**config.mk**
```make
export PLATFORM = sky130hd
export DESIGN_NAME = pwc_channel
export DESIGN_NICKNAME = d
export VERILOG_FILES = /design/src/core/pwc_channel.v
export VERILOG_INCLUDE_DIRS = /design/src /design/src/core
export SDC_FILE = /design/constraint.sdc
export NUM_CORES = 1
export LEC_CHECK = 0
export BUFFER_PORTS_ARGS = -buffer_cell sky130_fd_sc_hd__buf_2
export CAP_MARGIN = 20
export CORE_AREA = 4 4 141 197
export DETAILED_ROUTE_END_ITERATION = 8
export DIE_AREA = 0 0 145 201
export GPL_ROUTABILITY_DRIVEN = 0
export PLACE_DENSITY = 0.5
export REMOVE_ABC_BUFFERS = 1
export SYNTH_ARGS = -nofsm -noshare
export SYNTH_HDL_FRONTEND = slang
export SYNTH_SLANG_ARGS = --single-unit
```
**constraint.sdc**
```tcl
create_clock -name MCLK -period 3.7 [get_ports MCLK]
set_input_delay 1.11 -clock MCLK [delete_from_list [all_inputs] [get_ports MCLK]]
set_output_delay 1.11 -clock MCLK [all_outputs]
set_load 0.01 [all_outputs]
```
**src/core/pwc_map.vh**
```
`ifndef PWC_MAP_VH
`define PWC_MAP_VH

// ****************************************
// apb register offsets
// ****************************************
`define PWC_ADDR_CFG 8'h00
`define PWC_ADDR_SERIAL 8'h04
`define PWC_ADDR_CONST 8'h08
`define PWC_ADDR_STATUS 8'h0C
`define PWC_ADDR_PDATA 8'h10

// ****************************************
// channel config fields
// ****************************************
`define PWC_F_DEAD 2:0
`define PWC_F_MODE 3
`define PWC_F_FUNC 4
`define PWC_F_CLKSRC 5
`define PWC_F_CLKINV 6
`define PWC_F_PDSYNC 7
`define PWC_F_FORCEON 8
`define PWC_F_POSSEL 10:9
`define PWC_F_SHARED 12:11
`define PWC_F_OPSYNC 13
`define PWC_CFG_RST 16'h0000
`define PWC_CFG_MASK 16'h3FFF

// ****************************************
// serial port config fields
// ****************************************
`define PWC_S_BUFEN 0
`define PWC_S_PARSRC 1
`define PWC_S_CPHA 2
`define PWC_S_CPOL 3
`define PWC_S_BYTE 4
`define PWC_S_DIR 5
`define PWC_SER_RST 8'h00
`define PWC_SER_MASK 8'h3F
`define PWC_CONST_RST 8'h00

// ****************************************
// encodings
// ****************************************
`define PWC_SRC_RING 2'h0
`define PWC_SRC_ROUTE 2'h1
`define PWC_SRC_RC 2'h2
`define PWC_SRC_SCLK 2'h3
`define PWC_POS_ADC 2'h0
`define PWC_POS_UPPER 2'h1
`define PWC_POS_FSM0 2'h2
`define PWC_POS_LIVE 2'h3
`define PWC_POS_CONST 2'h3

// ****************************************
// timing
// ****************************************
`define PWC_CLK_PERIOD_NS 16'h0064
`define PWC_DEAD_STEP_NS 16'h000A
`define PWC_WAKE_CYCLES 2'h2
`define PWC_LEN_WORD 5'h10
`define PWC_LEN_BYTE 5'h08
`define PWC_CNT_TOP 8'hFF
// select input idles high, so its stages start high
`define PWC_SYNC_RST 9'h010

`endif

```
**src/core/pwc_channel.v**
```verilog
// Function
// (RULE1) dead band 10 to 80 ns by code; code rounds every code up to one 100 ns clock
// (RULE2) mode 0: duty to 0%, A>B
// (RULE3) mode 1: duty to 100%, A>=B
// (RULE4) function bit: modulator or comparator output
// (RULE5) clock source and clock inversion select
// (RULE6) async power-down forces output low
// (RULE7) sync power-down: clock back after two cycles
// (RULE8) sync power-down: gate clock, hold output
// (RULE9) force-on bit overrides matrix power-down
// (RULE10) positive operand source select
// (RULE11) programmed 8-bit operand constant
// (RULE12) serial port buffers ADC, one clock delay; code delays it two clocks via adc_q
// (RULE13) parallel load source: counts or ADC
// (RULE14) configurable serial clock phase
// (RULE15) configurable serial clock idle level
// (RULE16) transfer length 16 or 8 bits
// (RULE17) direction: serial-in or parallel-in
// (RULE18) shared clock mux four sources
// (RULE19) operand sync to serial clock option
// (RULE20) both outputs low during dead band
// (RULE21) 256-clock period, high below operand; code in mode 1 also stays high at the operand (cnt <= op)
// (RULE22) master holds select for whole transfer
`include "pwc_map.vh"

module pwc_channel
(
    input wire MCLK,
    input wire RSTN,
    input wire PSEL,
    input wire PENABLE,
    input wire PWRITE,
    input wire [7:0] PADDR,
    input wire [31:0] PWDATA,
    output reg [31:0] PRDATA,
    output reg PREADY,
    output reg PSLVERR,
    input wire [7:0] ADC_RESULT,
    input wire [7:0] STATE_MACHINE_ZERO_COUNT,
    input wire [7:0] STATE_MACHINE_ONE_COUNT,
    input wire [7:0] NEGATIVE_OPERAND,
    input wire [1:0] ROUTING_OPERAND_SELECT_PAIR,
    input wire RING_OSCILLATOR_CLOCK,
    input wire RC_OSCILLATOR_CLOCK,
    input wire ROUTING_CLOCK_INPUT,
    input wire POWER_DOWN_REQUEST,
    input wire SERIAL_PORT_CLOCK,
    input wire SERIAL_SELECT_N,
    input wire SERIAL_DATA_IN,
    output reg SERIAL_DATA_OUT,
    output reg SERIAL_DATA_OE_N,
    output reg [15:0] SERIAL_PARALLEL_OUT,
    output reg PWM_OUT,
    output reg COMPLEMENTARY_OUTPUT
);

// ****************************************
// helpers
// ****************************************
function [3:0] dead_cycles;
    input [2:0] code;
    reg [15:0] ns;
    reg [15:0] q;
    begin
        ns = ({13'h0000, code} + 16'h0001) * `PWC_DEAD_STEP_NS;
        q = (ns + `PWC_CLK_PERIOD_NS - 16'h0001) / `PWC_CLK_PERIOD_NS;
        dead_cycles = q[3:0];
    end
endfunction

function edge_to;
    input prev;
    input cur;
    input level;
    begin
        edge_to = (prev != cur) && (cur == level);
    end
endfunction

// ****************************************
// pin synchronisers
// ****************************************
localparam NSYNC = 9;
wire [NSYNC-1:0] pins;
reg [NSYNC-1:0] sync1;
reg [NSYNC-1:0] sync2;
reg [NSYNC-1:0] sync3;
reg [NSYNC-1:0] filt;
reg [NSYNC-1:0] filt_d;
integer i;

assign pins = {ROUTING_OPERAND_SELECT_PAIR, POWER_DOWN_REQUEST,
    SERIAL_DATA_IN, SERIAL_SELECT_N, SERIAL_PORT_CLOCK,
    ROUTING_CLOCK_INPUT, RC_OSCILLATOR_CLOCK, RING_OSCILLATOR_CLOCK};

always @(posedge MCLK or negedge RSTN)
begin
    if (!RSTN)
    begin
        sync1 <= `PWC_SYNC_RST;
        sync2 <= `PWC_SYNC_RST;
        sync3 <= `PWC_SYNC_RST;
        filt <= `PWC_SYNC_RST;
        filt_d <= `PWC_SYNC_RST;
    end
    else
    begin
        sync1 <= pins;
        sync2 <= sync1;
        sync3 <= sync2;
        filt_d <= filt;
        for (i = 0; i < NSYNC; i = i + 1)
            if (sync2[i] == sync3[i])
                filt[i] <= sync3[i];
    end
end

wire ring = filt[0];
wire rc = filt[1];
wire route_clk = filt[2];
wire sclk = filt[3];
wire sel_n = filt[4];
wire mosi = filt[5];
wire pd_pin = filt[6];
wire [1:0] route_sel = filt[8:7];

// ****************************************
// apb registers
// ****************************************
reg [15:0] cfg;
reg [7:0] ser;
reg [7:0] konst;
reg [7:0] cnt;
reg clk_en;
reg busy;
reg [31:0] rd_mux;
reg hit;
wire setup = PSEL & ~PENABLE;
wire wr = PSEL & PENABLE & PREADY & PWRITE & hit;

always @*
begin
    hit = (PADDR[1:0] == 2'h0);
    rd_mux = 32'h0000_0000;
    case (PADDR)
        `PWC_ADDR_CFG: rd_mux[15:0] = cfg;
        `PWC_ADDR_SERIAL: rd_mux[7:0] = ser;
        `PWC_ADDR_CONST: rd_mux[7:0] = konst;
        `PWC_ADDR_STATUS: rd_mux[11:0] = {busy, clk_en,
            COMPLEMENTARY_OUTPUT, PWM_OUT, cnt};
        `PWC_ADDR_PDATA: rd_mux[15:0] = SERIAL_PARALLEL_OUT;
        default: hit = 1'b0;
    endcase
end

always @(posedge MCLK or negedge RSTN)
begin
    if (!RSTN)
    begin
        PREADY <= 1'b0;
        PSLVERR <= 1'b0;
        PRDATA <= 32'h0000_0000;
        cfg <= `PWC_CFG_RST;
        ser <= `PWC_SER_RST;
        konst <= `PWC_CONST_RST;
    end
    else
    begin
        PREADY <= setup;
        PSLVERR <= setup & ~hit;
        PRDATA <= (setup & ~PWRITE) ? rd_mux : 32'h0000_0000;
        if (wr && PADDR == `PWC_ADDR_CFG)
            cfg <= PWDATA[15:0] & `PWC_CFG_MASK;
        if (wr && PADDR == `PWC_ADDR_SERIAL)
            ser <= PWDATA[7:0] & `PWC_SER_MASK;
        if (wr && PADDR == `PWC_ADDR_CONST)
            konst <= PWDATA[7:0]; // RULE11
    end
end

// ****************************************
// clock select and power-down
// ****************************************
reg shared_clk;
always @*
begin
    case (cfg[`PWC_F_SHARED]) // RULE18
        `PWC_SRC_RING: shared_clk = ring;
        `PWC_SRC_ROUTE: shared_clk = route_clk;
        `PWC_SRC_RC: shared_clk = rc;
        `PWC_SRC_SCLK: shared_clk = sclk;
        default: shared_clk = ring;
    endcase
end

reg sel_cur;
reg sel_prev;
always @*
begin
    sel_cur = cfg[`PWC_F_CLKSRC] ? route_clk : shared_clk;
    sel_prev = filt_d[0];
    if (cfg[`PWC_F_CLKSRC])
        sel_prev = filt_d[2];
    else
        case (cfg[`PWC_F_SHARED])
            `PWC_SRC_ROUTE: sel_prev = filt_d[2];
            `PWC_SRC_RC: sel_prev = filt_d[1];
            `PWC_SRC_SCLK: sel_prev = filt_d[3];
            default: sel_prev = filt_d[0];
        endcase
end

// inversion counts the falling edge instead of the rising one
wire raw_tick = edge_to(sel_prev, sel_cur, ~cfg[`PWC_F_CLKINV]); // RULE5
wire pd = pd_pin & ~cfg[`PWC_F_FORCEON]; // RULE9
wire pd_sync = cfg[`PWC_F_PDSYNC];
reg [1:0] wake;
wire awake = (wake == `PWC_WAKE_CYCLES);

always @(posedge MCLK or negedge RSTN)
begin
    if (!RSTN)
        wake <= 2'h0;
    else if (pd)
        wake <= 2'h0; // RULE8
    else if (raw_tick && !awake)
        wake <= wake + 2'h1; // RULE7
end

always @*
begin
    if (pd)
        clk_en = 1'b0; // RULE6 RULE8
    else if (pd_sync)
        clk_en = awake; // RULE7
    else
        clk_en = 1'b1;
end

wire tick = raw_tick & clk_en;

// ****************************************
// serial port
// ****************************************
wire cpol = ser[`PWC_S_CPOL];
wire cpha = ser[`PWC_S_CPHA];
wire byte_mode = ser[`PWC_S_BYTE];
wire dir_out = ser[`PWC_S_DIR];
// leading edge leaves the idle level, trailing edge returns to it
wire lead = edge_to(filt_d[3], sclk, ~cpol) & busy; // RULE15
wire trail = edge_to(filt_d[3], sclk, cpol) & busy; // RULE15
wire sample = cpha ? trail : lead; // RULE14
wire shift = cpha ? lead : trail; // RULE14
wire sel_fall = filt_d[4] & ~sel_n;
wire [4:0] xfer_len = byte_mode ? `PWC_LEN_BYTE : `PWC_LEN_WORD; // RULE16
reg [15:0] out_sr;
reg [15:0] in_sr;
reg [4:0] bits;
reg [7:0] adc_q;
wire [15:0] par_src = ser[`PWC_S_PARSRC] ? {8'h00, ADC_RESULT} :
    {STATE_MACHINE_ZERO_COUNT, STATE_MACHINE_ONE_COUNT}; // RULE13
wire [15:0] in_next = {in_sr[14:0], mosi};

always @(posedge MCLK or negedge RSTN)
begin
    if (!RSTN)
    begin
        busy <= 1'b0;
        bits <= 5'h00;
        out_sr <= 16'h0000;
        in_sr <= 16'h0000;
        adc_q <= 8'h00;
        SERIAL_PARALLEL_OUT <= 16'h0000;
        SERIAL_DATA_OUT <= 1'b0;
        SERIAL_DATA_OE_N <= 1'b1;
    end
    else
    begin
        adc_q <= ADC_RESULT;
        SERIAL_DATA_OUT <= byte_mode ? out_sr[7] : out_sr[15]; // RULE16
        SERIAL_DATA_OE_N <= sel_n | ~dir_out | ~busy; // RULE17
        if (sel_n)
            busy <= 1'b0; // RULE22
        else if (sel_fall)
        begin
            busy <= 1'b1;
            bits <= 5'h00;
            out_sr <= par_src; // RULE17
        end
        else
        begin
            // first bit is already on the line at the first lead edge
            if (shift && bits != 5'h00 && dir_out)
                out_sr <= {out_sr[14:0], 1'b0}; // RULE17
            if (sample)
            begin
                in_sr <= in_next;
                bits <= bits + 5'h01;
                if (bits + 5'h01 == xfer_len)
                begin
                    busy <= 1'b0; // RULE16
                    if (!dir_out && !ser[`PWC_S_BUFEN])
                        SERIAL_PARALLEL_OUT <= byte_mode ?
                            {8'h00, in_next[7:0]} : in_next; // RULE17
                end
            end
        end
        if (ser[`PWC_S_BUFEN])
            SERIAL_PARALLEL_OUT <= {8'h00, adc_q}; // RULE12
    end
end

wire [7:0] upper_byte = SERIAL_PARALLEL_OUT[15:8];

// ****************************************
// operand select
// ****************************************
reg [7:0] live_op;
reg [7:0] pos_live;
always @*
begin
    case (route_sel)
        `PWC_POS_ADC: live_op = ADC_RESULT;
        `PWC_POS_UPPER: live_op = upper_byte;
        `PWC_POS_FSM0: live_op = STATE_MACHINE_ZERO_COUNT;
        `PWC_POS_CONST: live_op = konst;
        default: live_op = ADC_RESULT;
    endcase
    case (cfg[`PWC_F_POSSEL]) // RULE10
        `PWC_POS_ADC: pos_live = ADC_RESULT;
        `PWC_POS_UPPER: pos_live = upper_byte;
        `PWC_POS_FSM0: pos_live = STATE_MACHINE_ZERO_COUNT;
        `PWC_POS_LIVE: pos_live = live_op;
        default: pos_live = ADC_RESULT;
    endcase
end

// ****************************************
// modulator and comparator
// ****************************************
reg [7:0] op;
reg [3:0] dead;
reg level;
wire mode = cfg[`PWC_F_MODE];
wire cmp_func = cfg[`PWC_F_FUNC];
wire sclk_rise = edge_to(filt_d[3], sclk, 1'b1);
wire pwm_raw = mode ? (cnt <= op) : (cnt < op); // RULE2 RULE3 RULE21
wire match = mode ? (pos_live >= NEGATIVE_OPERAND) :
    (pos_live > NEGATIVE_OPERAND); // RULE2 RULE3

always @(posedge MCLK or negedge RSTN)
begin
    if (!RSTN)
    begin
        cnt <= 8'h00;
        op <= 8'h00;
    end
    else if (!pd_sync && pd)
        cnt <= 8'h00; // RULE6
    else
    begin
        if (tick)
            cnt <= cnt + 8'h01; // RULE21
        if (cfg[`PWC_F_OPSYNC])
        begin
            if (sclk_rise)
                op <= pos_live; // RULE19
        end
        else if (tick && cnt == `PWC_CNT_TOP)
            op <= pos_live; // RULE21
    end
end

always @(posedge MCLK or negedge RSTN)
begin
    if (!RSTN)
    begin
        dead <= 4'h0;
        level <= 1'b0;
        PWM_OUT <= 1'b0;
        COMPLEMENTARY_OUTPUT <= 1'b0;
    end
    else if (!pd_sync && pd)
    begin
        dead <= 4'h0;
        level <= 1'b0;
        PWM_OUT <= 1'b0; // RULE6
        COMPLEMENTARY_OUTPUT <= 1'b0; // RULE6
    end
    else if (!clk_en)
    begin
        PWM_OUT <= PWM_OUT; // RULE8
    end
    else if (cmp_func)
    begin
        dead <= 4'h0;
        PWM_OUT <= match;
        COMPLEMENTARY_OUTPUT <= match; // RULE4
    end
    else if (dead != 4'h0)
    begin
        dead <= dead - 4'h1; // RULE1
        if (dead == 4'h1)
        begin
            PWM_OUT <= level;
            COMPLEMENTARY_OUTPUT <= ~level; // RULE4
        end
    end
    else if (pwm_raw != level || PWM_OUT == COMPLEMENTARY_OUTPUT)
    begin
        level <= pwm_raw;
        dead <= dead_cycles(cfg[`PWC_F_DEAD]); // RULE1
        PWM_OUT <= 1'b0; // RULE20
        COMPLEMENTARY_OUTPUT <= 1'b0; // RULE20
    end
end

endmodule // pwc_channel

```
# Word level (Yosys, flattened, before mapping)
# Cells that the tools add are included.
[classes] add_sub_neg=7 n_bitwise=26 n_reduce_logical=48 n_mux=63 n_eq_ne=39 order_cmp=4 n_div=1 mul=1
[op_table] operator="16-bit 2-to-1 mux" count=11
[op_table] operator="8-bit case mux with 4 select lines" count=2
[op_table] operator="8-bit 2-to-1 mux" count=5
[op_table] operator="8-bit case mux with 5 select lines" count=1
[op_table] operator="1-bit 2-to-1 mux" count=30
[op_table] operator="4-bit 2-to-1 mux" count=5
[op_table] operator="2-bit nonzero test" count=10
[op_table] operator="16-bit by 7-bit divider with 16-bit output, second input constant" count=1
[op_table] operator="8-bit by 4-bit equality test with 1-bit output, second input constant" count=2
[op_table] operator="5-bit 2-to-1 mux" count=3
[op_table] operator="2-bit equality test, second input constant" count=7
[op_table] operator="1-bit equality test" count=13
[op_table] operator="1-bit logical AND" count=13
[op_table] operator="1-bit AND" count=12
[op_table] operator="1-bit NOT" count=12
[op_table] operator="4-bit case mux with 3 select lines" count=1
[op_table] operator="9-bit by 1-bit subtractor with 10-bit output, second input constant" count=1
[op_table] operator="8-bit by 7-bit adder with 9-bit output, second input constant" count=1
[op_table] operator="3-bit AND reduction" count=3
[op_table] operator="8-bit by 1-bit adder with 8-bit output, second input constant" count=1
[op_table] operator="8-bit by 3-bit equality test with 1-bit output, second input constant" count=1
[op_table] operator="8-bit by 5-bit equality test with 1-bit output, second input constant" count=1
[op_table] operator="8-bit equality test, second input constant" count=1
[op_table] operator="8-bit greater-or-equal comparator" count=1
[op_table] operator="31 further kinds" count=51
[totals] ff_bits=175 wordCells=223 out_inout_bits=54

# Logic depth before layout (Yosys ltp)
[logic_depth] ltp_word=10 ltp_mapped=14 depth_no_buf=14

# Worst setup path after synthesis
# No wires, ideal clock.
[synth_timing] kind="input to register" from="in PADDR[0]" to="reg konst[0]" path_buffers=0 setup_slack_ns=0.597 required_time_ns=3.575 arrival_ns=2.978 cell_stages=5 cell_sequence="or4_1 > nor3_2 > nand2_1 > nor3_2 > mux2_2"
[synth_via] elab_chain_cells=5 elab_cells_between_ends=10 cone_classes="eq/ne: 4; mux: 1; bitwise: 1; reduce/logical: 4"
[synth_lines] element="start, declared" line="pwc_channel.v:33" text="input wire [7:0] PADDR,"
[synth_lines] element="8-bit by 3-bit equality test with 1-bit output (tied with other cells)" line="pwc_channel.v:145" text="case (PADDR)"
[synth_lines] element="5-bit OR reduction (no line)"
[synth_lines] element="1-bit 2-to-1 mux" line="pwc_channel.v:145"
[synth_lines] element="1-bit AND" line="pwc_channel.v:139" text="wire wr = PSEL & PENABLE & PREADY & PWRITE & hit;"
[synth_lines] element="1-bit logical AND (no line) *"
[synth_lines] element="end signal, assigned" line="pwc_channel.v:165" text="konst <= `PWC_CONST_RST;"
[synth_lines] element="end signal, assigned" line="pwc_channel.v:177" text="konst <= PWDATA[7:0];"
[synth_lines] element="end, declared" line="pwc_channel.v:132" text="reg [7:0] konst;"
# Every way passes the cells marked *; elsewhere a longest branch is shown, timed or not.
# A chain may end at the register's enable or synchronous reset.

# Worst setup path in the final report
[layout_timing] from="reg filt[8]" to="reg COMPLEMENTARY_OUTPUT"
[layout_via] elab_chain_cells=8 elab_cells_between_ends=12 cone_classes="order compare: 2; eq/ne: 3; mux: 6; reduce/logical: 1"
[layout_lines] element="start, declared" line="pwc_channel.v:88" text="reg [NSYNC-1:0] filt;"
[layout_lines] element="start signal, assigned" line="pwc_channel.v:103" text="filt <= `PWC_SYNC_RST;"
[layout_lines] element="start signal, assigned by index" line="pwc_channel.v:114" text="filt[i] <= sync3[i];"
[layout_lines] element="2-bit equality test (tied with other cells)" line="pwc_channel.v:322" text="case (route_sel)"
[layout_lines] element="8-bit case mux with 4 select lines *" line="pwc_channel.v:322"
[layout_lines] element="8-bit case mux with 4 select lines *" line="pwc_channel.v:329" text="case (cfg[`PWC_F_POSSEL])"
[layout_lines] element="named net pos_live[5]" line="pwc_channel.v:319" text="reg [7:0] pos_live;"
[layout_lines] element="8-bit greater-than comparator / 8-bit greater-or-equal comparator (equally long branches)" line="pwc_channel.v:349, pwc_channel.v:348"
[layout_lines] element="1-bit 2-to-1 mux *" line="pwc_channel.v:348" text="wire match = mode ? (pos_live >= NEGATIVE_OPERAND) :"
[layout_lines] element="1-bit 2-to-1 mux *" line="pwc_channel.v:394" text="else if (cmp_func)"
[layout_lines] element="1-bit 2-to-1 mux *" line="pwc_channel.v:390" text="else if (!clk_en)"
[layout_lines] element="1-bit 2-to-1 mux *" line="pwc_channel.v:383" text="else if (!pd_sync && pd)"
[layout_lines] element="end signal, assigned" line="pwc_channel.v:398" text="COMPLEMENTARY_OUTPUT <= match;"
[layout_lines] element="end signal, assigned" line="pwc_channel.v:406" text="COMPLEMENTARY_OUTPUT <= ~level;"
[layout_lines] element="end, declared" line="pwc_channel.v:54" text="output reg COMPLEMENTARY_OUTPUT"
# The timed path passes the listed nets; every way through them passes the cells marked *. The select of a mux whose other input is x is not followed.

==> out/qor.yml <==
worst_setup_path:
  cp_slowest_stage_delay_ns: 0.57
  crit_start: "filt[8]$_DFFE_PN0N_"
  criticalPathCategory: "flop to flop"
  endpoint_kind: "flop"
  r2r_slack_ns: 0.55
  crit_arrival_ns: 3.44
  cp_num_cells: 13
  ff2ff_path_depth: 13
  crit_fanout: 10
  cp.required_ns: 3.99
  crit_path_top_delay_cell: "dfrtp_1"
  cp_top_family: "compound AO/OA/AOI/OAI gates"
  cp-start-kind: "flop"
  worst_r2r_startpoint: "filt[8]$_DFFE_PN0N_"
  crit_chain: "inv_1, nand4_1, o21ai_1, a222oi_1, inv_1, ha_1, a21oi_1, nor2_1, a2111oi_0, nor3b_1, a311oi_1, nand2_1, mux2i_1"
  critPathBufInv: 2
  critPathCapture: "COMPLEMENTARY_OUTPUT$_DFFE_PN0P_"
  crit_top_cell: "inv_1"
  r2r-end: "COMPLEMENTARY_OUTPUT$_DFFE_PN0P_"
power:
  switching_share_pct: 25.91
  p_int_w: 0.003274
  power_switching_w: 0.001145
  seq_power_share_pct: 48.9
  ir_worst_vdd_v: 0.0002844
  p_clk_share_pct: 40.9
  power_density_nw_per_um2: 440.2
  power_frac_comb_pct: 10.2
  leakagePower_nw: 4.898
placed_design:
  dp_hpwl_mm: 17.39
  dpl_worst_slack_ns: 0.2546
  io_buffers: 105
  postPlaceCellArea_sq_um: 9448
yosys:
  synthTopCellsByArea: "dfrtp_1 (50%), ha_1 (5.3%), mux2i_1 (5.0%)"
  synth_edf_count: 0
  synth.distinct_cells: 64
  synthMostInstantiatedCell: "dfrtp_1"
  yosys.area.top_type: "dfrtp_1"
  synth_seq_cells: 175
  synth_area_per_cell_sq_um: 10.68
  netlist_top_cells_count: "dfrtp_1 (169), nand2_1 (107), inv_1 (47), a21oi_1 (43), mux2i_1 (42)"
  ys_seq_area_share_pct: 51.69
  synth-warning-count: 0
  synth_area_sq_um: 8487
  syn_inst: 795
  synth-main-ff-cell: "dfrtp_1"
  synth_top_area_share_pct: 49.83
  async_reset_ff_share_pct: 100.0
route:
  drt_iter0_drc: 433
  drt_wl_total_mm: 22.88
  routed_via_density: 4.974
  detail-route-antenna-nets: 0
  wl_per_cell_um: 18.29
  drt_pass1_iterations: 5
  vias: 6223
  route.detailed.drc: 0
clock_network:
  post_cts_buffers: 0
  cts_sinks: 175
  cts_tree: "yes"
  cts_buffer_depth: 2
  cts_resized: 0
  cts_inserted_buffers: 17
  clk_pin_slew_ns: 0.06
  cts_hold_buf: 0
  cts_root_buf: "clkbuf_16"
  htree_levels: 4
  worstSkewPairLatency_ns: 0.43
sta:
  setup_violations: 0
  drv_slew: 0
  fin_tns_setup_ns: 0
  rsz0062_at_grt: "no"
  max_clock_freq_ghz: 0.3180
  fin_ws_ns: 0.5550
  fin_skew_ns: 0.008003
  relSlewSlack_pct: 41.80
  post-route-min-period_ns: 3.145
  tightest_slew_ns: 0.8639
  hold_violations: 0
  fin_crit_sh_pct: 85.00
cells_and_area:
  regArea_sq_um: 4387
  antenna_cells: 0
  postLayoutCellArea_sq_um: 10040
  nets: 1037
  fillers: 2606
  syn2layout_area_growth_pct: 18.28
  layout-drive-gt1-share_pct: 22.33
  multi_input_area_sq_um: 3750
global_route:
  grt_max_degree: 66
  grt_overflow: 0
  grt_pass1_wl_mm: 35.54
  grt_pass1_vias: 6192
  antenna_found_initial: 0
  gr-usage-all-layers_pct: 15.73
die:
  core_sq_um: 26010
  die_w_um: 145
  die_h_um: 201
  ioPinCount: 140
  rows: 70
  start_util_pct: 32.63
  die-area_sq_um: 29150
status:
  status: "finished, final reports clean"
run:
  maxCapViolCount: 0
min_path:
  hold_class: "flop to flop"
==> power by group through the flow <==
stage	Clock (W)	Combinational [W]	Sequential, W
2_1_floorplan	0	0.000255	0.00216
3_3_place_gp	0	0.000450	0.00220
3_5_place_dp	0	0.000458	0.00220
4_1_cts	0.00187	0.000462	0.00216
5_1_grt	0.00194	0.000515	0.00218
6_report	0.00181	0.000450	0.00216
==> layout make-up <==
type | count | area share (%)
sequential | 175 | 43.70
tap | 324 | 4.038
inverter | 47 | 1.757
clock inverter | 11 | 1.296
clock buffer | 21 | 4.587
multi-input combinational | 545 | 37.36
timing repair buffer | 128 | 7.267
==> per-layer routing <==
layer / wire, um / vias to the layer above / share of wire [%] / global-route usage, %
met5: 0 / - / 0 / 0
met4: 520 / 0 / 2.3 / 5.535
met3: 1174 / 24 / 5.1 / 2.800
met2: 11260 / 187 / 49 / 26.46
met1: 9922 / 3001 / 43 / 20.47
li1: - / 3011 / - / -
==> metrics by stage <==
| stage | cells | total power, W | hold slack [ns] | util [%] |
|---|---|---|---|---|
| detailed placement | 1219 | 0.002657 | 0.3347 | 36.32 |
| global route | 1251 | 0.004627 | 0.3565 | 38.59 |
| finish | 1251 | 0.004419 | 0.3482 | 38.59 |
| floorplan | 767 | 0.002415 | 0.3312 | - |
| global placement | 1218 | 0.002647 | 0.3343 | 36.29 |
| CTS | 1251 | 0.004494 | 0.3500 | 38.59 |
==> placed cells by master, fill, tap and decap left out, types with 10 or more instances in the layout <==
cell type  netlist  final
nand2_1        107    107
clkbuf_16        0     17
buf_2            2    104
buf_4           17     21
nand3_1         12     12
nor3_1          11     10
mux2i_1         42     42
ha_1            36     36
dfrtp_1        169    169
o21ai_0         38     38
nand3b_1        18     18
inv_1           47     47
conb_1           1     16
nor2b_1         14     14
mux2_2          33     33
a21oi_1         43     43
nor2_1          38     38
==> worst reg2reg max path, stage by stage, from the launching register on <==
cell,delay (ns)
dfrtp_1,0.57
inv_1,0.10
nand4_1,0.10
o21ai_1,0.21
a222oi_1,0.55
inv_1,0.09
ha_1,0.30
a21oi_1,0.14
nor2_1,0.06
a2111oi_0,0.31
nor3b_1,0.29
a311oi_1,0.11
nand2_1,0.10
mux2i_1,0.07
==> cells by family (layout without fill, tap and decap cells) <==
family / Yosys count / count (layout) / share of synthesized area, %
AND/OR/NAND/NOR: 243 / 243 / 14.12
other: 1 / 16 / 0.04419
XOR/XNOR: 16 / 16 / 1.651
adder cells (fa/ha/maj): 46 / 46 / 6.605
flip-flops: 175 / 175 / 51.69
buffers and inverters: 90 / 207 / 4.850
multiplexers: 75 / 75 / 9.332
AO/OA/AOI/OAI: 149 / 149 / 11.71
==> registers in the layout, indices dropped and copies added, names as in the netlist, 14 cells and up <==
register / flops
out_sr: 16
cfg: 14
in_sr: 15
SERIAL_PARALLEL_OUT: 16
PRDATA: 16
==> worst min path at each step <==
stage | startpoint | end | slack (ns) | depth (start not counted)
final | sync1[5]$_DFF_PN0_ | sync2[5]$_DFF_PN0_ | 0.35 | 0
after global routing | sync1[5]$_DFF_PN0_ | sync2[5]$_DFF_PN0_ | 0.36 | 0
after CTS | sync1[2]$_DFF_PN0_ | sync2[2]$_DFF_PN0_ | 0.35 | 0
after detailed placement | sync1[2]$_DFF_PN0_ | sync2[2]$_DFF_PN0_ | 0.33 | 0
after global placement | sync1[0]$_DFF_PN0_ | sync2[0]$_DFF_PN0_ | 0.33 | 0
after floorplan | sync1[0]$_DFF_PN0_ | sync2[0]$_DFF_PN0_ | 0.33 | 0
Note: power is estimated with default switching activity, not from simulation.
